**src/shared/mse_pkg.sv**
```systemverilog
`default_nettype none

package mse_pkg;

  // Function codes the slave serves
  localparam logic [7:0]  FC_RD_HOLD    = 8'h03;
  localparam logic [7:0]  FC_RD_INPUT   = 8'h04;
  localparam logic [7:0]  FC_WR_SINGLE  = 8'h06;
  localparam logic [7:0]  FC_WR_MULTI   = 8'h10;

  // Exception codes
  localparam logic [7:0]  EXC_ILL_FUNC  = 8'h01;
  localparam logic [7:0]  EXC_ILL_ADDR  = 8'h02;
  localparam logic [7:0]  EXC_ILL_VALUE = 8'h03;
  localparam logic [7:0]  EXC_DEV_FAIL  = 8'h04;
  localparam logic [7:0]  EXC_ACK_LONG  = 8'h05;
  localparam logic [7:0]  EXC_BUSY      = 8'h06;
  localparam logic [7:0]  EXC_PARITY    = 8'h08;
  localparam logic [7:0]  EXC_FLAG_MASK = 8'h80;
  localparam logic [7:0]  EXC_NONE      = 8'h00;

  // Stand-in value for a parameter that does not exist
  localparam logic [15:0] NOEXIST_VALUE = 16'h7533;

  // Largest register counts per query
  localparam logic [7:0]  MAX_RD_COUNT  = 8'h7D;
  localparam logic [7:0]  MAX_WR_COUNT  = 8'h7B;

  localparam logic [15:0] DROP_CNT_RST  = 16'h0000;

  typedef enum logic [1:0] {
    RSP_NONE   = 2'b00,
    RSP_NORMAL = 2'b01,
    RSP_EXC    = 2'b10
  } mse_rsp_kind_t;

  typedef struct packed {
    logic        crc_ok;
    logic [7:0]  slave_id;
    logic [7:0]  func;
    logic [15:0] addr;
    logic [7:0]  count;
    logic [15:0] wdata;
  } mse_query_t;

  typedef struct packed {
    logic        exists;
    logic        read_only;
    logic        in_range;
    logic [15:0] rdata;
  } mse_lookup_t;

  typedef struct packed {
    logic dev_fail;
    logic parity_err;
    logic busy;
    logic long_ack;
  } mse_status_t;

  typedef struct packed {
    logic          valid;
    mse_rsp_kind_t kind;
    logic [7:0]    func;
    logic [7:0]    exc_code;
    logic [15:0]   data;
  } mse_reply_t;

  typedef struct packed {
    logic        valid;
    logic [15:0] addr;
    logic [7:0]  count;
    logic [15:0] data;
  } mse_commit_t;

  typedef struct packed {
    mse_reply_t  rsp;
    mse_commit_t cmt;
    logic [15:0] dropped;
  } mse_state_t;

endpackage : mse_pkg

`default_nettype wire

```
**src/rtl/mse_responder.sv**
```systemverilog
// Behaviour
// - Corrupted query gets no reply at all; master times out.
// - Valid query gets a normal reply echoing the function code.
// - Exceptions: unsupported function 01, bad address 02, bad value 03.
// - Exceptions: device failure 04, long acknowledge 05, busy 06, parity 08.
// - Reading an invalid parameter returns a number, never an error.
// - Write to missing or read-only parameter is dropped, normal reply.
// - Write to read-only register is dropped, contents unchanged, no error.
// - Write reaching any register out of range gets exception 02.
// - Read of a missing parameter returns 30003.
// - Writes take effect only while remote control is enabled.
`timescale 1ns/1ps
`default_nettype none

module mse_responder
  import mse_pkg::*;
(
  input  wire logic        mclk_i,        // System clock, 50 MHz
  input  wire logic        sys_rst_i,     // Synchronous reset, active high
  input  wire logic        q_valid_i,     // One-cycle pulse: parsed query
  input  wire mse_query_t  q_i,           // Parsed query fields
  input  wire mse_lookup_t lookup_i,      // Parameter map answer for q_i
  input  wire mse_status_t status_i,      // Device condition flags
  input  wire logic [7:0]  node_id_i,     // Own slave identifier
  input  wire logic        remote_control_enable_i, // Remote writes allowed
  output logic             rsp_valid_o,   // One-cycle pulse: send reply
  output mse_reply_t       rsp_o,         // Reply content
  output mse_commit_t      commit_o,      // One-cycle pulse: store write
  output logic [15:0]      dropped_cnt_o  // Corrupted queries dropped
);

  function automatic logic is_write(input logic [7:0] fc);
    is_write = (fc == FC_WR_SINGLE) || (fc == FC_WR_MULTI);
  endfunction : is_write

  function automatic logic is_read(input logic [7:0] fc);
    is_read = (fc == FC_RD_HOLD) || (fc == FC_RD_INPUT);
  endfunction : is_read

  mse_state_t s_q;
  mse_state_t s_d;

  logic for_me;
  logic fc_ok;
  logic cnt_ok;
  logic fault;

  // Quantities also used by the checks below
  always_comb begin
    for_me = q_valid_i && q_i.crc_ok && (q_i.slave_id == node_id_i);
    fc_ok  = is_read(q_i.func) || is_write(q_i.func);
    if (q_i.func == FC_WR_SINGLE) begin
      cnt_ok = 1'b1;
    end else if (q_i.func == FC_WR_MULTI) begin
      cnt_ok = (q_i.count != 8'h00) && (q_i.count <= MAX_WR_COUNT);
    end else begin
      cnt_ok = (q_i.count != 8'h00) && (q_i.count <= MAX_RD_COUNT);
    end
    fault = status_i.dev_fail || status_i.parity_err || status_i.busy || status_i.long_ack;
  end

  always_comb begin
    s_d               = s_q;
    s_d.rsp.valid     = 1'b0;
    s_d.cmt.valid     = 1'b0;
    if (q_valid_i && !q_i.crc_ok) begin
      // Silence is the only answer; the master's timeout drives the retry
      s_d.dropped = s_q.dropped + 16'h0001;
    end else if (for_me) begin
      s_d.rsp.valid    = 1'b1;
      s_d.rsp.kind     = RSP_NORMAL;
      s_d.rsp.func     = q_i.func;
      s_d.rsp.exc_code = EXC_NONE;
      s_d.rsp.data     = lookup_i.rdata;
      if (!fc_ok) begin
        s_d.rsp.kind     = RSP_EXC;
        s_d.rsp.exc_code = EXC_ILL_FUNC;
      end else if (!cnt_ok) begin
        s_d.rsp.kind     = RSP_EXC;
        s_d.rsp.exc_code = EXC_ILL_VALUE;
      end else if (is_write(q_i.func) && !lookup_i.in_range) begin
        s_d.rsp.kind     = RSP_EXC;
        s_d.rsp.exc_code = EXC_ILL_ADDR;
      end else if (status_i.dev_fail) begin
        s_d.rsp.kind     = RSP_EXC;
        s_d.rsp.exc_code = EXC_DEV_FAIL;
      end else if (status_i.parity_err) begin
        s_d.rsp.kind     = RSP_EXC;
        s_d.rsp.exc_code = EXC_PARITY;
      end else if (status_i.busy) begin
        s_d.rsp.kind     = RSP_EXC;
        s_d.rsp.exc_code = EXC_BUSY;
      end else if (status_i.long_ack) begin
        s_d.rsp.kind     = RSP_EXC;
        s_d.rsp.exc_code = EXC_ACK_LONG;
      end else if (is_read(q_i.func)) begin
        // Reads never fail on a bad parameter, so old masters keep polling
        if (!lookup_i.exists) begin
          s_d.rsp.data = NOEXIST_VALUE;
        end
      end else begin
        // Bad targets and a locked-out remote are swallowed without error
        if (lookup_i.exists && !lookup_i.read_only && remote_control_enable_i) begin
          s_d.cmt.valid = 1'b1;
          s_d.cmt.addr  = q_i.addr;
          s_d.cmt.count = q_i.count;
          s_d.cmt.data  = q_i.wdata;
        end
      end
      if (s_d.rsp.kind == RSP_EXC) begin
        s_d.rsp.func = q_i.func | EXC_FLAG_MASK;
        s_d.rsp.data = {8'h00, s_d.rsp.exc_code};
      end
    end
  end

  always_ff @(posedge mclk_i) begin
    if (sys_rst_i) begin
      s_q <= '{rsp: '{valid: 1'b0, kind: RSP_NONE, func: 8'h00, exc_code: EXC_NONE, data: 16'h0000},
               cmt: '{valid: 1'b0, addr: 16'h0000, count: 8'h00, data: 16'h0000},
               dropped: DROP_CNT_RST};
    end else begin
      s_q <= s_d;
    end
  end

  assign rsp_valid_o   = s_q.rsp.valid;
  assign rsp_o         = s_q.rsp;
  assign commit_o      = s_q.cmt;
  assign dropped_cnt_o = s_q.dropped;
endmodule : mse_responder

`default_nettype wire

```
**config.mk**
```make
export PLATFORM = sky130hd
export DESIGN_NAME = mse_responder
export DESIGN_NICKNAME = d
export VERILOG_FILES = /design/src/shared/mse_pkg.sv /design/src/rtl/mse_responder.sv
export SDC_FILE = /design/constraint.sdc
export NUM_CORES = 1
export LEC_CHECK = 0
export BUFFER_PORTS_ARGS = -buffer_cell sky130_fd_sc_hd__buf_4
export CAP_MARGIN = 25
export CORE_MARGIN = 1.5
export CORE_UTILIZATION = 42
export CTS_CLUSTER_DIAMETER = 120
export DETAILED_ROUTE_END_ITERATION = 8
export GPL_TIMING_DRIVEN = 0
export PLACE_DENSITY = 0.76
export SLEW_MARGIN = 0
export SYNTH_ARGS = -nofsm -noshare
export SYNTH_HDL_FRONTEND = slang
export SYNTH_SLANG_ARGS = --single-unit
```
**constraint.sdc**
```tcl
create_clock -name mclk_i -period 2.1 [get_ports mclk_i]
set_input_delay 0.105 -clock mclk_i [delete_from_list [all_inputs] [get_ports mclk_i]]
set_output_delay 0.105 -clock mclk_i [all_outputs]
set_load 0.005 [all_outputs]
```
==> out/qor.yml, run 1 <==
clock_tree:
  numCtsBuffers: 9
  clock-sinks: 88
  postCtsSetupRepairBufs: 0
  htree_levels: 3
  ctsRootBufferMaster: "clkbuf_8"
  cts_tree: "built"
  clock_path_buffers: 2
  insertion_delay_ns: 0.36
  clkSlewWorstSetupHoldPaths_ns: 0.09
worst_hold_path:
  holdCritPathClass: "primary input to flip-flop"
  hp-start: "lookup_i[11]"
  hold_depth: 3
  timing.hold.worst_endpoint: "rsp_o[11]"
run:
  max-cap-violations: 0
drt:
  vias: 4078
  dr.pass1.iters: 4
  route.detailed.drc: 0
  ant_nets: 0
  drt-initial-drc-count: 113
  wl_microns: 12000
  wl_per_cell_microns: 14.7
  via_per_inst: 5.00
yosys:
  synth_ff_type: "dfxtp_1"
  synth_adder_area_share_pct: 0.312
  synth_top_area_share_pct: 43.9
  synth-seq-cells: 88
  yosys_warnings: 0
  async_reset_ff_share_pct: 0
  synthesis.instances: 456
  synth_mux_area_share_pct: 12.0
  synth_cell_types: 61
  postSynthAreaPerCell_sq_um: 8.79
  synth_top_family_by_area: "simple AND/OR/NAND/NOR gates"
  synth_compound_area_share_pct: 9.52
  synth_xor_area_share_pct: 4.59
  yosysTopAreaCell: "dfxtp_1"
  ys_seq_area_share_pct: 43.9
  syn_area_sq_um: 4010
  synth_area_leaders: "dfxtp_1 44%, mux2i_1 12%, nand2_1 11%"
  synth-simple-area-share_pct: 24.3
  synth_edf_count: 0
power:
  power_density_nw_per_um2: 570
  vdd_ir_drop_max_mv: 0.371
  p_leak_nw: 2.64
placed_design:
  place_area_sq_um: 5520
  pre_cts_ws_ns: -0.629
  io_buffers: 178
  gp_congestion: 0.819
  dp_hpwl_microns: 8510
die:
  pin_count: 185
  dieHeight_microns: 101
  start_util_pct: 43.4
  dieArea_sq_um: 10100
  rows: 35
  die_w_microns: 101
  core_sq_um: 9240
global_route:
  grt_max_degree: 15
  antenna_found_initial: 0
  grt.overflow.total: 0
  grt_pass1_wl_microns: 18800
  grt_pass1_vias: 4003
  track_usage_pct: 23.5
timing:
  slew_violations: 0
  worst_slew_pin_slew_ns: 0.825
  layout_setup_ws_ns: 0.117
  rsz0062_at_grt: "no"
  finalHoldViolations: 0
  fin_skew_ns: 0.0110
  max_slew_margin_pct: 43.6
  max_freq_mhz: 504
  setup_viol: 0
  period_minus_slack_ns: 1.98
  whs_ns: 0.0143
  period_share_pct: 94.4
critical_path:
  setup.worst_path.start_class: "primary input"
  arrival_ns: 2.26
  crit_path_max_fanout: 10
  critPathBufInv: 3
  slowest_delay_ns: 0.58
  crit_chain: "buf_4, or4_4, or3_1, buf_6, a211oi_4, buf_8, mux2i_1"
  cp_slowest_cell: "or4_4"
  rr_worst_depth: 5
  worstSetupPathType: "primary input to flip-flop"
  crit_required_ns: 2.38
  reg2reg_from: "dropped_cnt_o[5]"
  endpoint_kind: "flip-flop"
  rrSetupSlack_ns: 0.40
  cp_top_family: "simple AND/OR/NAND/NOR gates"
  path_depth: 7
  rr_endpoint: "dropped_cnt_o[15]"
cells_and_area:
  final_layout_size_suffix_gt1_share_pct: 31.6
  fin_nets: 775
  diodes: 0
  area_delta_synth_final_pct: 52.6
  fin_area_sq_um: 6120
status:
  status: "complete, no violations"
per-stage QoR:
stage	cells	total power, W	TNS (ns)	util [%]
after CTS	815	0.00351	0	66.1
after global routing	815	0.00363	0	66.2
final	815	0.00349	0	66.2
after floorplan	459	0.00185	0	-
after global placement	766	0.00203	-33.79	59.7
after detailed placement	766	0.00203	-36.01	59.7
layout make-up:
class / count / area [sq um]
Clock buffer: 10 / 138
Tap cell: 129 / 161
Clock inverter: 5 / 104
Sequential cell: 88 / 1760
Timing Repair Buffer: 212 / 1680
Inverter: 3 / 11.3
Multi-Input combinational cell: 335 / 2070
Buffer: 33 / 200
Fill cell: 747 / 3120
per-layer routing:
| layer | global-route usage (%) | vias to the layer above | wire length [microns] |
|---|---|---|---|
| li1 | - | 2000 | - |
| met1 | 28.5 | 1907 | 5030 |
| met2 | 40.5 | 150 | 5900 |
| met3 | 5.20 | 21 | 803 |
| met4 | 9.21 | 0 | 227 |
| met5 | 0 | - | 0 |
cells in the mapped netlist, drive strengths merged, types with 2 or more instances:
cell,count
nand2,114
dfxtp,88
mux2i,48
nor2,39
clkbuf,19
o21ai,17
xor2,17
buf,14
nand3,8
and3,7
a21oi,6
a211oi,5
nand4,5
nor4,5
or3,5
and4,4
nor3,4
xnor2,4
a2111oi,3
and2,3
inv,3
nor2b,3
nor3b,3
a211o,2
nand2b,2
nand3b,2
or3b,2
cell families (layout without fill, tap and decap cells):
family | Yosys count | after routing
adder cells (fa/ha/maj) | 1 | 1
flip-flops | 88 | 88
other | 1 | 4
XOR/XNOR | 21 | 21
AO/OA/AOI/OAI | 50 | 50
multiplexers | 48 | 48
buffers and inverters | 36 | 263
AND/OR/NAND/NOR | 211 | 211
flip-flops by register name, indices dropped and copies added, names as in the netlist:
register / cells
rsp_valid_o: 1
rsp_o: 30
dropped_cnt_o: 16
commit_o: 41
worst max-delay path by stage:
stage / from / to / slack [ns]
2_1_floorplan: q_i[43] / commit_o[0] / 0.13
3_3_place_gp: q_i[43] / rsp_o[11] / -0.59
3_5_place_dp: q_i[43] / rsp_o[11] / -0.63
4_1_cts: q_i[43] / rsp_o[11] / 0.02
5_1_grt: q_i[44] / commit_o[0] / 0.02
6_report: q_i[43] / commit_o[16] / 0.12
where the power goes:
part	internal, W	switching, W
Combinational	0.000210	0.000176
Clock	0.000819	0.000609
Sequential	0.00167	0.00000298
worst reg2reg max path, cell delays in order (launching register included):
cell and delay [ns]:
dfxtp_1 0.43, and4_1 0.25, and3_1 0.23, nand3_1 0.18, or3_1 0.40, a21oi_1 0.14
layout by cell type, fill, tap and decap left out, drive strengths merged, types with 2 or more instances in the layout:
cell type      n
mux2i         48
nand3b         2
xnor2          4
nand2        114
and2           3
nand3          8
dlygate4sd3   34
a21oi          6
nand2b         2
and4           4
clkbuf        29
nand4          5
or3            5
a211o          2
bufinv         3
buf          192
nor4           5
and3           7
conb           4
a211oi         5
dfxtp         88
nor3b          3
nor2          39
xor2          17
a2111oi        3
o21ai         17
nor2b          3
nor3           4
or3b           2
inv            4
repair_timing:
action / in CTS / in global routing
endpoints found under the hold margin: 34 / 0
pin swaps: 0 / 1
gates resized for setup: 2 / 1
hold buffers: 34 / 0
setup endpoints to repair: 60 / 35
(Power assumes the default switching activity.)
==> run 2, diff against run 1 <==
--- a/config.mk
+++ b/config.mk
@@ -5,10 +5,11 @@
 export SDC_FILE = /design/constraint.sdc
 export NUM_CORES = 1
 export LEC_CHECK = 0
+export ABC_AREA = 1
 export BUFFER_PORTS_ARGS = -buffer_cell sky130_fd_sc_hd__buf_4
 export CAP_MARGIN = 25
 export CORE_MARGIN = 1.5
-export CORE_UTILIZATION = 42
+export CORE_UTILIZATION = 43
 export CTS_CLUSTER_DIAMETER = 120
 export DETAILED_ROUTE_END_ITERATION = 8
 export GPL_TIMING_DRIVEN = 0
==> run 2 against run 1 <==
Against the previous run:
- global-route usage grew 0.28 points
- setup slack gained 0.038 ns
- design area grew 4.1%
- largest power group unchanged
- largest cell class is now non-clock buffers
- cell count grew 24%
==> out/qor.yml, run 2 <==
global_route:
  grt_max_degree: 14  # was 15
  grt_pass1_wl_microns: 19600  # was 18800 microns
  track_usage_pct: 23.8  # was 23.5%
  grt.overflow.total: 0  # unchanged
  grt_pass1_vias: 4288  # was 4003
  antenna_found_initial: 0  # unchanged
drt:
  dr.pass1.iters: 4  # unchanged
  route.detailed.drc: 0  # unchanged
  via_per_inst: 4.60  # was 5.00
  drt-initial-drc-count: 100  # was 113
  routedLengthMet1_microns: 5150  # was 5030 microns
  wl_met2_microns: 6180  # was 5900 microns
  wl_microns: 12700  # was 12000 microns
  dr.max_layer_used: "met4"  # unchanged
  wl_met3_microns: 1070  # was 803 microns
  vias: 4633  # was 4078
  ant_nets: 0  # unchanged
  wl_per_cell_microns: 12.6  # was 14.7 microns
yosys:
  synth_area_leaders: "dfxtp_1 41%, nand2_1 15%, nor2_1 11%"  # was dfxtp_1 44%, mux2i_1 12%, nand2_1 11%
  synthTopCellsByCount: "165 x nand2_1, 119 x nor2_1, 94 x inv_1, 88 x dfxtp_1, 33 x a21oi_1"  # was 114 x nand2_1, 88 x dfxtp_1, 48 x mux2i_1, 39 x nor2_1, 19 x clkbuf_1
  synth_ff_type: "dfxtp_1"  # unchanged
  yosysTopAreaCell: "dfxtp_1"  # unchanged
  synth-simple-area-share_pct: 34.6  # was 24.3%
  synth_cell_types: 36  # was 61
  async_reset_ff_share_pct: 0  # unchanged
  syn_area_sq_um: 4250  # was 4010 sq um
  synth_xor_area_share_pct: 1.44  # was 4.59%
  ys_seq_area_share_pct: 41.4  # was 43.9%
  synthesis.instances: 639  # was 456
  synth_edf_count: 0  # unchanged
  yosys_warnings: 0  # unchanged
  synth-seq-cells: 88  # unchanged
  synth_top_family_by_area: "simple AND/OR/NAND/NOR gates"  # unchanged
  yosysMostFrequentCell: "nand2_1"  # unchanged
  synth_adder_area_share_pct: 0.294  # was 0.312%
  postSynthAreaPerCell_sq_um: 6.65  # was 8.79 sq um
  synth_mux_area_share_pct: 0  # was 12.0%
  synth_top_area_share_pct: 41.4  # was 43.9%
  synth_compound_area_share_pct: 8.33  # was 9.52%
worst_hold_path:
  hold_depth: 3  # unchanged
  holdCritPathClass: "primary input to flip-flop"  # unchanged
  hp-start: "q_i[9]"  # was lookup_i[11]
  timing.hold.worst_endpoint: "commit_o[9]"  # was rsp_o[11]
cells_and_area:
  layout.cells.most_common_list: "184 x buf_4, 165 x nand2_1, 118 x nor2_1, 94 x inv_1, 88 x dfxtp_1"  # was 183 x buf_4, 114 x nand2_1, 88 x dfxtp_1, 48 x mux2i_1, 39 x nor2_1
  fin_nets: 964  # was 775
  largest_reg_flops: 41  # unchanged
  area_delta_synth_final_pct: 50.0  # was 52.6%
  diodes: 0  # unchanged
  final_layout_size_suffix_gt1_share_pct: 27.1  # was 31.6%
  layout.cells.non_filler: 1008  # was 815
  layout_commonest_cell: "buf_4"  # unchanged
power:
  vdd_ir_drop_max_mv: 0.363  # was 0.371 mV
  p_total_w: 0.00328  # was 0.00349 W
  power_frac_clock_pct: 37.8  # was 41.0%
  p_comb_share_pct: 11.1  # about the same
  power_density_nw_per_um2: 514  # was 570 nW/um^2
  seq_power_share_pct: 51.1  # was 48.0%
  p_leak_nw: 3.41  # was 2.64 nW
  netSwitchingFraction_pct: 22.5  # was 22.6%
  switching_power_w: 0.000738  # was 0.000788 W
  internal-power_w: 0.00254  # was 0.00270 W
clock_tree:
  ctsRootBufferMaster: "clkbuf_8"  # unchanged
  postCtsSetupRepairBufs: 0  # unchanged
  htree_levels: 3  # unchanged
  numCtsBuffers: 9  # unchanged
  clock-sinks: 88  # unchanged
  insertion_delay_ns: 0.35  # was 0.36 ns
  clock_path_buffers: 2  # unchanged
  clkSlewWorstSetupHoldPaths_ns: 0.08  # was 0.09 ns
  cts_tree: "built"  # unchanged
critical_path:
  worstSetupPathType: "primary input to flip-flop"  # unchanged
  arrival_ns: 2.19  # was 2.26 ns
  rr_worst_depth: 10  # was 5
  reg2reg_from: "dropped_cnt_o[1]"  # was dropped_cnt_o[5]
  setup.worst_path.start_class: "primary input"  # unchanged
  crit_required_ns: 2.34  # was 2.38 ns
  rrSetupSlack_ns: 0.24  # was 0.40 ns
  crit_path_max_fanout: 10  # unchanged
  endpoint_kind: "flip-flop"  # unchanged
  rr_endpoint: "dropped_cnt_o[14]"  # was dropped_cnt_o[15]
timing:
  slew_violations: 0  # unchanged
  period_share_pct: 92.6  # was 94.4%
  worst_slew_pin_slew_ns: 0.575  # was 0.825 ns
  fin_setup_tns_ns: 0  # unchanged
  setup_viol: 0  # unchanged
  period_minus_slack_ns: 1.95  # was 1.98 ns
  finalHoldViolations: 0  # unchanged
  max_slew_margin_pct: 61.6  # was 43.6%
  max_freq_mhz: 514  # was 504 MHz
  fin_skew_ns: 0.00736  # was 0.0110 ns
die:
  dieArea_sq_um: 10500  # was 10100 sq um
  die_w_microns: 102  # was 101 microns
  dieHeight_microns: 102  # was 101 microns
  rows: 36  # was 35
  core_sq_um: 9680  # was 9240 sq um
  pin_count: 185  # unchanged
  start_util_pct: 43.9  # was 43.4%
placed_design:
  gp_congestion: 0.858  # was 0.819
  dp_hpwl_microns: 9150  # was 8510 microns
  dp.cells: 954  # was 766
  io_buffers: 179  # was 178
run:
  max-cap-violations: 0  # unchanged
status:
  status: "complete, no violations"  # unchanged
-- run 2: changes by cell type after synthesis, sizes merged, moves of 7 or more --
| cell | change |
|---|---|
| nand3 | +14 |
| nor2 | +86 |
| xor2 | -13 |
| o21ai | +9 |
| nand2 | +58 |
| a21oi | +29 |
| mux2i | -48 |
| nand4 | +7 |
| clkbuf | -10 |
| inv | +100 |
-- run 2: final cells by class --
type	count	area, sq um
fill	820	3310
multi-input combinational	423	1920
sequential	88	1760
timing repair buffer	218	1730
inverter	104	393
buffer	27	191
tap	133	166
clock buffer	12	135
clock inverter	3	67.6
-- run 2: stage by stage --
step	hold slack [ns]	worst slack [ns]	area, sq um	utilization (%)
2_1_floorplan	0.240	0.525	4260	-
3_3_place_gp	0.325	0.299	5770	59.6
3_5_place_dp	0.334	0.254	5770	59.6
4_1_cts	0.00627	0.174	6360	65.7
5_1_grt	0.0199	-0.0323	6370	65.8
6_report	0.0194	0.154	6370	65.8
-- run 2: critical path, cell delays in order --
cell	delay (ns)
dlygate4sd3_1	0.54
buf_4	0.13
inv_2	0.07
nand2_1	0.09
nor2_2	0.17
nand2_4	0.09
nand2_1	0.06
nand2_1	0.04
nand2_1	0.07
nand2_2	0.09
nand2_2	0.10
inv_4	0.07
nand3b_4	0.08
buf_6	0.15
buf_6	0.15
nand2_1	0.05
nand2_1	0.06
nor2_1	0.06
-- run 2: worst max path at each step --
stage                     cells past startpoint  slack [ns]             start           endpoint
after floorplan                              10        0.52  dropped_cnt_o[1]  dropped_cnt_o[12]
after global placement                       10        0.30  dropped_cnt_o[1]  dropped_cnt_o[14]
after detailed placement                      7        0.25  dropped_cnt_o[0]  dropped_cnt_o[13]
after CTS                                    18        0.17           q_i[45]       commit_o[25]
after global routing                         18       -0.03           q_i[45]       commit_o[32]
final                                        18        0.15           q_i[45]       commit_o[16]
-- run 2: kinds of logic after synthesis --
kind of cell | after synthesis
flip-flops | 88
XOR/XNOR | 7
buffers and inverters | 131
AND/OR/NAND/NOR | 345
AO/OA/AOI/OAI | 66
other | 1
adder cells (fa/ha/maj) | 1
-- run 2: repair_timing --
item | 4_1_cts | 5_1_grt
endpoints found under the setup margin | 0 | 10
endpoints found under the hold margin | 39 | 0
resized for setup | 0 | 2
hold buffers | 39 | 0
-- run 2: power groups by stage --
stage | sequential [W] | combinational (W) | clock, W
2_1_floorplan | 0.00171 | 0.000117 | 0
3_3_place_gp | 0.00171 | 0.000293 | 0
3_5_place_dp | 0.00171 | 0.000299 | 0
4_1_cts | 0.00167 | 0.000359 | 0.00128
5_1_grt | 0.00168 | 0.000397 | 0.00134
6_report | 0.00167 | 0.000364 | 0.00124
-- run 2: metal layers --
metal | global-route usage [%] | vias up
met5 | 0 | -
met4 | 9.48 | 0
met3 | 7.18 | 22
met2 | 42.9 | 174
met1 | 26.0 | 2041
li1 | - | 2396
==> run 3, diff against run 2 <==
--- a/config.mk
+++ b/config.mk
@@ -5,15 +5,15 @@
 export SDC_FILE = /design/constraint.sdc
 export NUM_CORES = 1
 export LEC_CHECK = 0
-export ABC_AREA = 1
 export BUFFER_PORTS_ARGS = -buffer_cell sky130_fd_sc_hd__buf_4
 export CAP_MARGIN = 25
 export CORE_MARGIN = 1.5
-export CORE_UTILIZATION = 43
+export CORE_UTILIZATION = 42
 export CTS_CLUSTER_DIAMETER = 120
 export DETAILED_ROUTE_END_ITERATION = 8
 export GPL_TIMING_DRIVEN = 0
 export PLACE_DENSITY = 0.76
+export REMOVE_ABC_BUFFERS = 1
 export SLEW_MARGIN = 0
 export SYNTH_ARGS = -nofsm -noshare
 export SYNTH_HDL_FRONTEND = slang
==> run 3 against run 2 <==
Against the previous run:
- power fell by 2.7%
- combinational power grew 3%
- global-route usage is 1.3 points lower
- critical path depth is 11 lower
- utilization is 0.76 points lower
- sequential share of layout area is 1.7 points higher
- flip-flop and latch count unchanged
- cell count down 21%
- via count shrank 14%
- worst hold slack got worse by 0.0080 ns
- first-iteration DRC count rose by 9.0%
- fmax shrank 1.2%
==> out/qor.yml, run 3 (synthesis results as in run 1) <==
die:
  rows: 35  # was 36
  start_util_pct: 43.4  # was 43.9%
  pin_count: 185  # unchanged
  die_w_microns: 101  # was 102 microns
  dieArea_sq_um: 10100  # was 10500 sq um
  dieHeight_microns: 101  # was 102 microns
  core_sq_um: 9240  # was 9680 sq um
clock_tree:
  numCtsBuffers: 9  # unchanged
  cts_tree: "built"  # unchanged
  insertion_delay_ns: 0.36  # was 0.35 ns
  clock_path_buffers: 2  # unchanged
  clock-sinks: 88  # unchanged
  clkSlewWorstSetupHoldPaths_ns: 0.09  # was 0.08 ns
  ctsRootBufferMaster: "clkbuf_8"  # unchanged
  htree_levels: 3  # unchanged
drt:
  routedLengthMet1_microns: 4620  # was 5150 microns
  wl_met2_microns: 5680  # was 6180 microns
  dr.pass1.iters: 4  # unchanged
  drt-initial-drc-count: 109  # was 100
  vias: 3975  # was 4633
  dr.max_layer_used: "met4"  # unchanged
  wl_met3_microns: 850  # was 1070 microns
  wl_microns: 11400  # was 12700 microns
  ant_nets: 0  # unchanged
  route.detailed.drc: 0  # unchanged
  wl_per_cell_microns: 14.3  # was 12.6 microns
  via_per_inst: 4.99  # was 4.60
global_route:
  grt_pass1_vias: 3887  # was 4288
  antenna_found_initial: 0  # unchanged
  grt.overflow.total: 0  # unchanged
  grt_pass1_wl_microns: 18100  # was 19600 microns
  track_usage_pct: 22.5  # was 23.8%
  grt_max_degree: 51  # was 14
critical_path:
  crit_path_max_fanout: 15  # was 10
  critPathBufInv: 3  # was 6
  arrival_ns: 2.26  # was 2.19 ns
  rr_endpoint: "dropped_cnt_o[15]"  # was dropped_cnt_o[14]
  endpoint_kind: "flip-flop"  # unchanged
  cp_top_family: "simple AND/OR/NAND/NOR gates"  # was buffers and inverters
  slowest_delay_ns: 0.57  # was 0.54 ns
  rr_worst_depth: 5  # was 10
  rrSetupSlack_ns: 0.36  # was 0.24 ns
  crit_chain: "buf_4, or4_4, or3_1, a211oi_4, buf_8, buf_16, mux2i_1"  # was dlygate4sd3_1, buf_4, inv_2, nand2_1, nor2_2, nand2_4, nand2_1, nand2_1, nand2_1, nand2_2, nand2_2, inv_4, nand3b_4, buf_6, buf_6, nand2_1, nand2_1, nor2_1
  cp_slowest_cell: "or4_4"  # was dlygate4sd3_1
  reg2reg_from: "dropped_cnt_o[4]"  # was dropped_cnt_o[1]
  setup.worst_path.start_class: "primary input"  # unchanged
  worstSetupPathType: "primary input to flip-flop"  # unchanged
  crit_required_ns: 2.39  # was 2.34 ns
placed_design:
  pre_cts_ws_ns: -0.589  # was 0.254 ns
  dp_hpwl_microns: 7980  # was 9150 microns
  io_buffers: 180  # was 179
  gp_congestion: 0.918  # was 0.858
timing:
  period_minus_slack_ns: 1.97  # was 1.95 ns
  whs_ns: 0.0114  # was 0.0194 ns
  worst_slew_pin_slew_ns: 0.822  # was 0.575 ns
  rsz0062_at_grt: "no"
  finalHoldViolations: 0  # unchanged
  max_freq_mhz: 508  # was 514 MHz
  layout_setup_ws_ns: 0.130  # was 0.154 ns
  max_slew_margin_pct: 43.8  # was 61.6%
  fin_skew_ns: 0.0187  # was 0.00736 ns
  setup_viol: 0  # unchanged
  period_share_pct: 93.8  # was 92.6%
  slew_violations: 0  # unchanged
worst_hold_path:
  hp-start: "q_i[4]"  # was q_i[9]
  holdCritPathClass: "primary input to flip-flop"  # unchanged
  timing.hold.worst_endpoint: "commit_o[4]"  # was commit_o[9]
  hold_depth: 3  # unchanged
power:
  power_density_nw_per_um2: 531  # was 514 nW/um^2
  p_total_w: 0.00319  # was 0.00328 W
  p_leak_nw: 2.59  # was 3.41 nW
  vdd_ir_drop_max_mv: 0.278  # was 0.363 mV
cells_and_area:
  largest_reg_flops: 41  # unchanged
  layout.cells.most_common_list: "185 x buf_4, 114 x nand2_1, 88 x dfxtp_1, 48 x mux2i_1, 39 x nor2_1"  # was 184 x buf_4, 165 x nand2_1, 118 x nor2_1, 94 x inv_1, 88 x dfxtp_1
  diodes: 0  # unchanged
  final_layout_size_suffix_gt1_share_pct: 32.2  # was 27.1%
  fin_util_pct: 65.1  # was 65.8%
  nFillCells: 740  # was 820
  layout_commonest_cell: "buf_4"  # unchanged
  fin_nets: 755  # was 964
  area_delta_synth_final_pct: 49.9  # was 50.0%
run:
  max-cap-violations: 0  # unchanged
status:
  status: "complete, no violations"  # unchanged
==> run 3: changes by cell type in the layout (fill, tap and decap cells not counted), moves of 6 or more <==
cell      delta
inv_1       -92
nor2_1      -79
nand2_1     -51
mux2i_1     +48
a21oi_1     -27
xor2_1      +13
clkbuf_1    -12
nand3_1     -12
buf_6        -9
o21ai_0      -8
inv_2        -7
nand4_1      -7
and3_1       +6
nor2_2       -6
==> run 3: tightest hold or removal path, cell delays in order <==
cell	delay, ns
buf_4	0.11
nand2_1	0.05
mux2i_1	0.06
==> run 3: timing repair <==
action	4_1_cts	5_1_grt
endpoints found under the setup margin	52	32
pin swaps	1	1
resized for setup	2	0
hold buffers	35	1
hold endpoints to repair	35	1
buffers inserted	2	2
gates cloned	0	0
==> run 3: layer usage <==
metal,vias up,GRT usage [%]
met2,150,38.9
met5,-,0
met4,0,8.88
met1,1846,26.3
met3,17,6.45
li1,1962,-
==> run 3: per-stage QoR <==
step           setup TNS, ns  area, sq um  instances
2_1_floorplan         -40.53         3820        426
3_3_place_gp          -85.46         5330        735
3_5_place_dp          -27.79         5420        740
4_1_cts                    0         5990        793
5_1_grt                    0         6010        796
6_report                   0         6010        796
==> run 3: layout make-up <==
type | count | area, sq um | share of cell area, %
multi-input combinational | 335 | 2060 | 34.3
inverter | 3 | 11.3 | 0.187
sequential | 88 | 1760 | 29.3
tap | 129 | 161 | 2.69
timing repair buffer | 225 | 1830 | 30.4
clock buffer | 10 | 138 | 2.29
clock inverter | 6 | 48.8 | 0.812
==> run 3: how the worst max path moves through the flow <==
stage	slack, ns	start	end	cells past startpoint
finish	0.13	q_i[43]	commit_o[21]	7
global route	0.003	q_i[43]	commit_o[21]	7
CTS	0.11	q_i[43]	rsp_o[4]	6
detailed placement	-0.59	q_i[43]	commit_o[21]	8
global placement	-1.73	q_i[43]	commit_o[0]	6
floorplan	-1.01	q_i[43]	commit_o[0]	4
==> run 3: report_power, final <==
| group | internal, W | switching, W | leakage (nW) | total (W) |
|---|---|---|---|---|
| sequential | 0.00167 | 0.00000269 | 0.709 | 0.00167 |
| combinational | 0.000210 | 0.000165 | 1.78 | 0.000375 |
| clock | 0.000478 | 0.000663 | 0.0976 | 0.00114 |
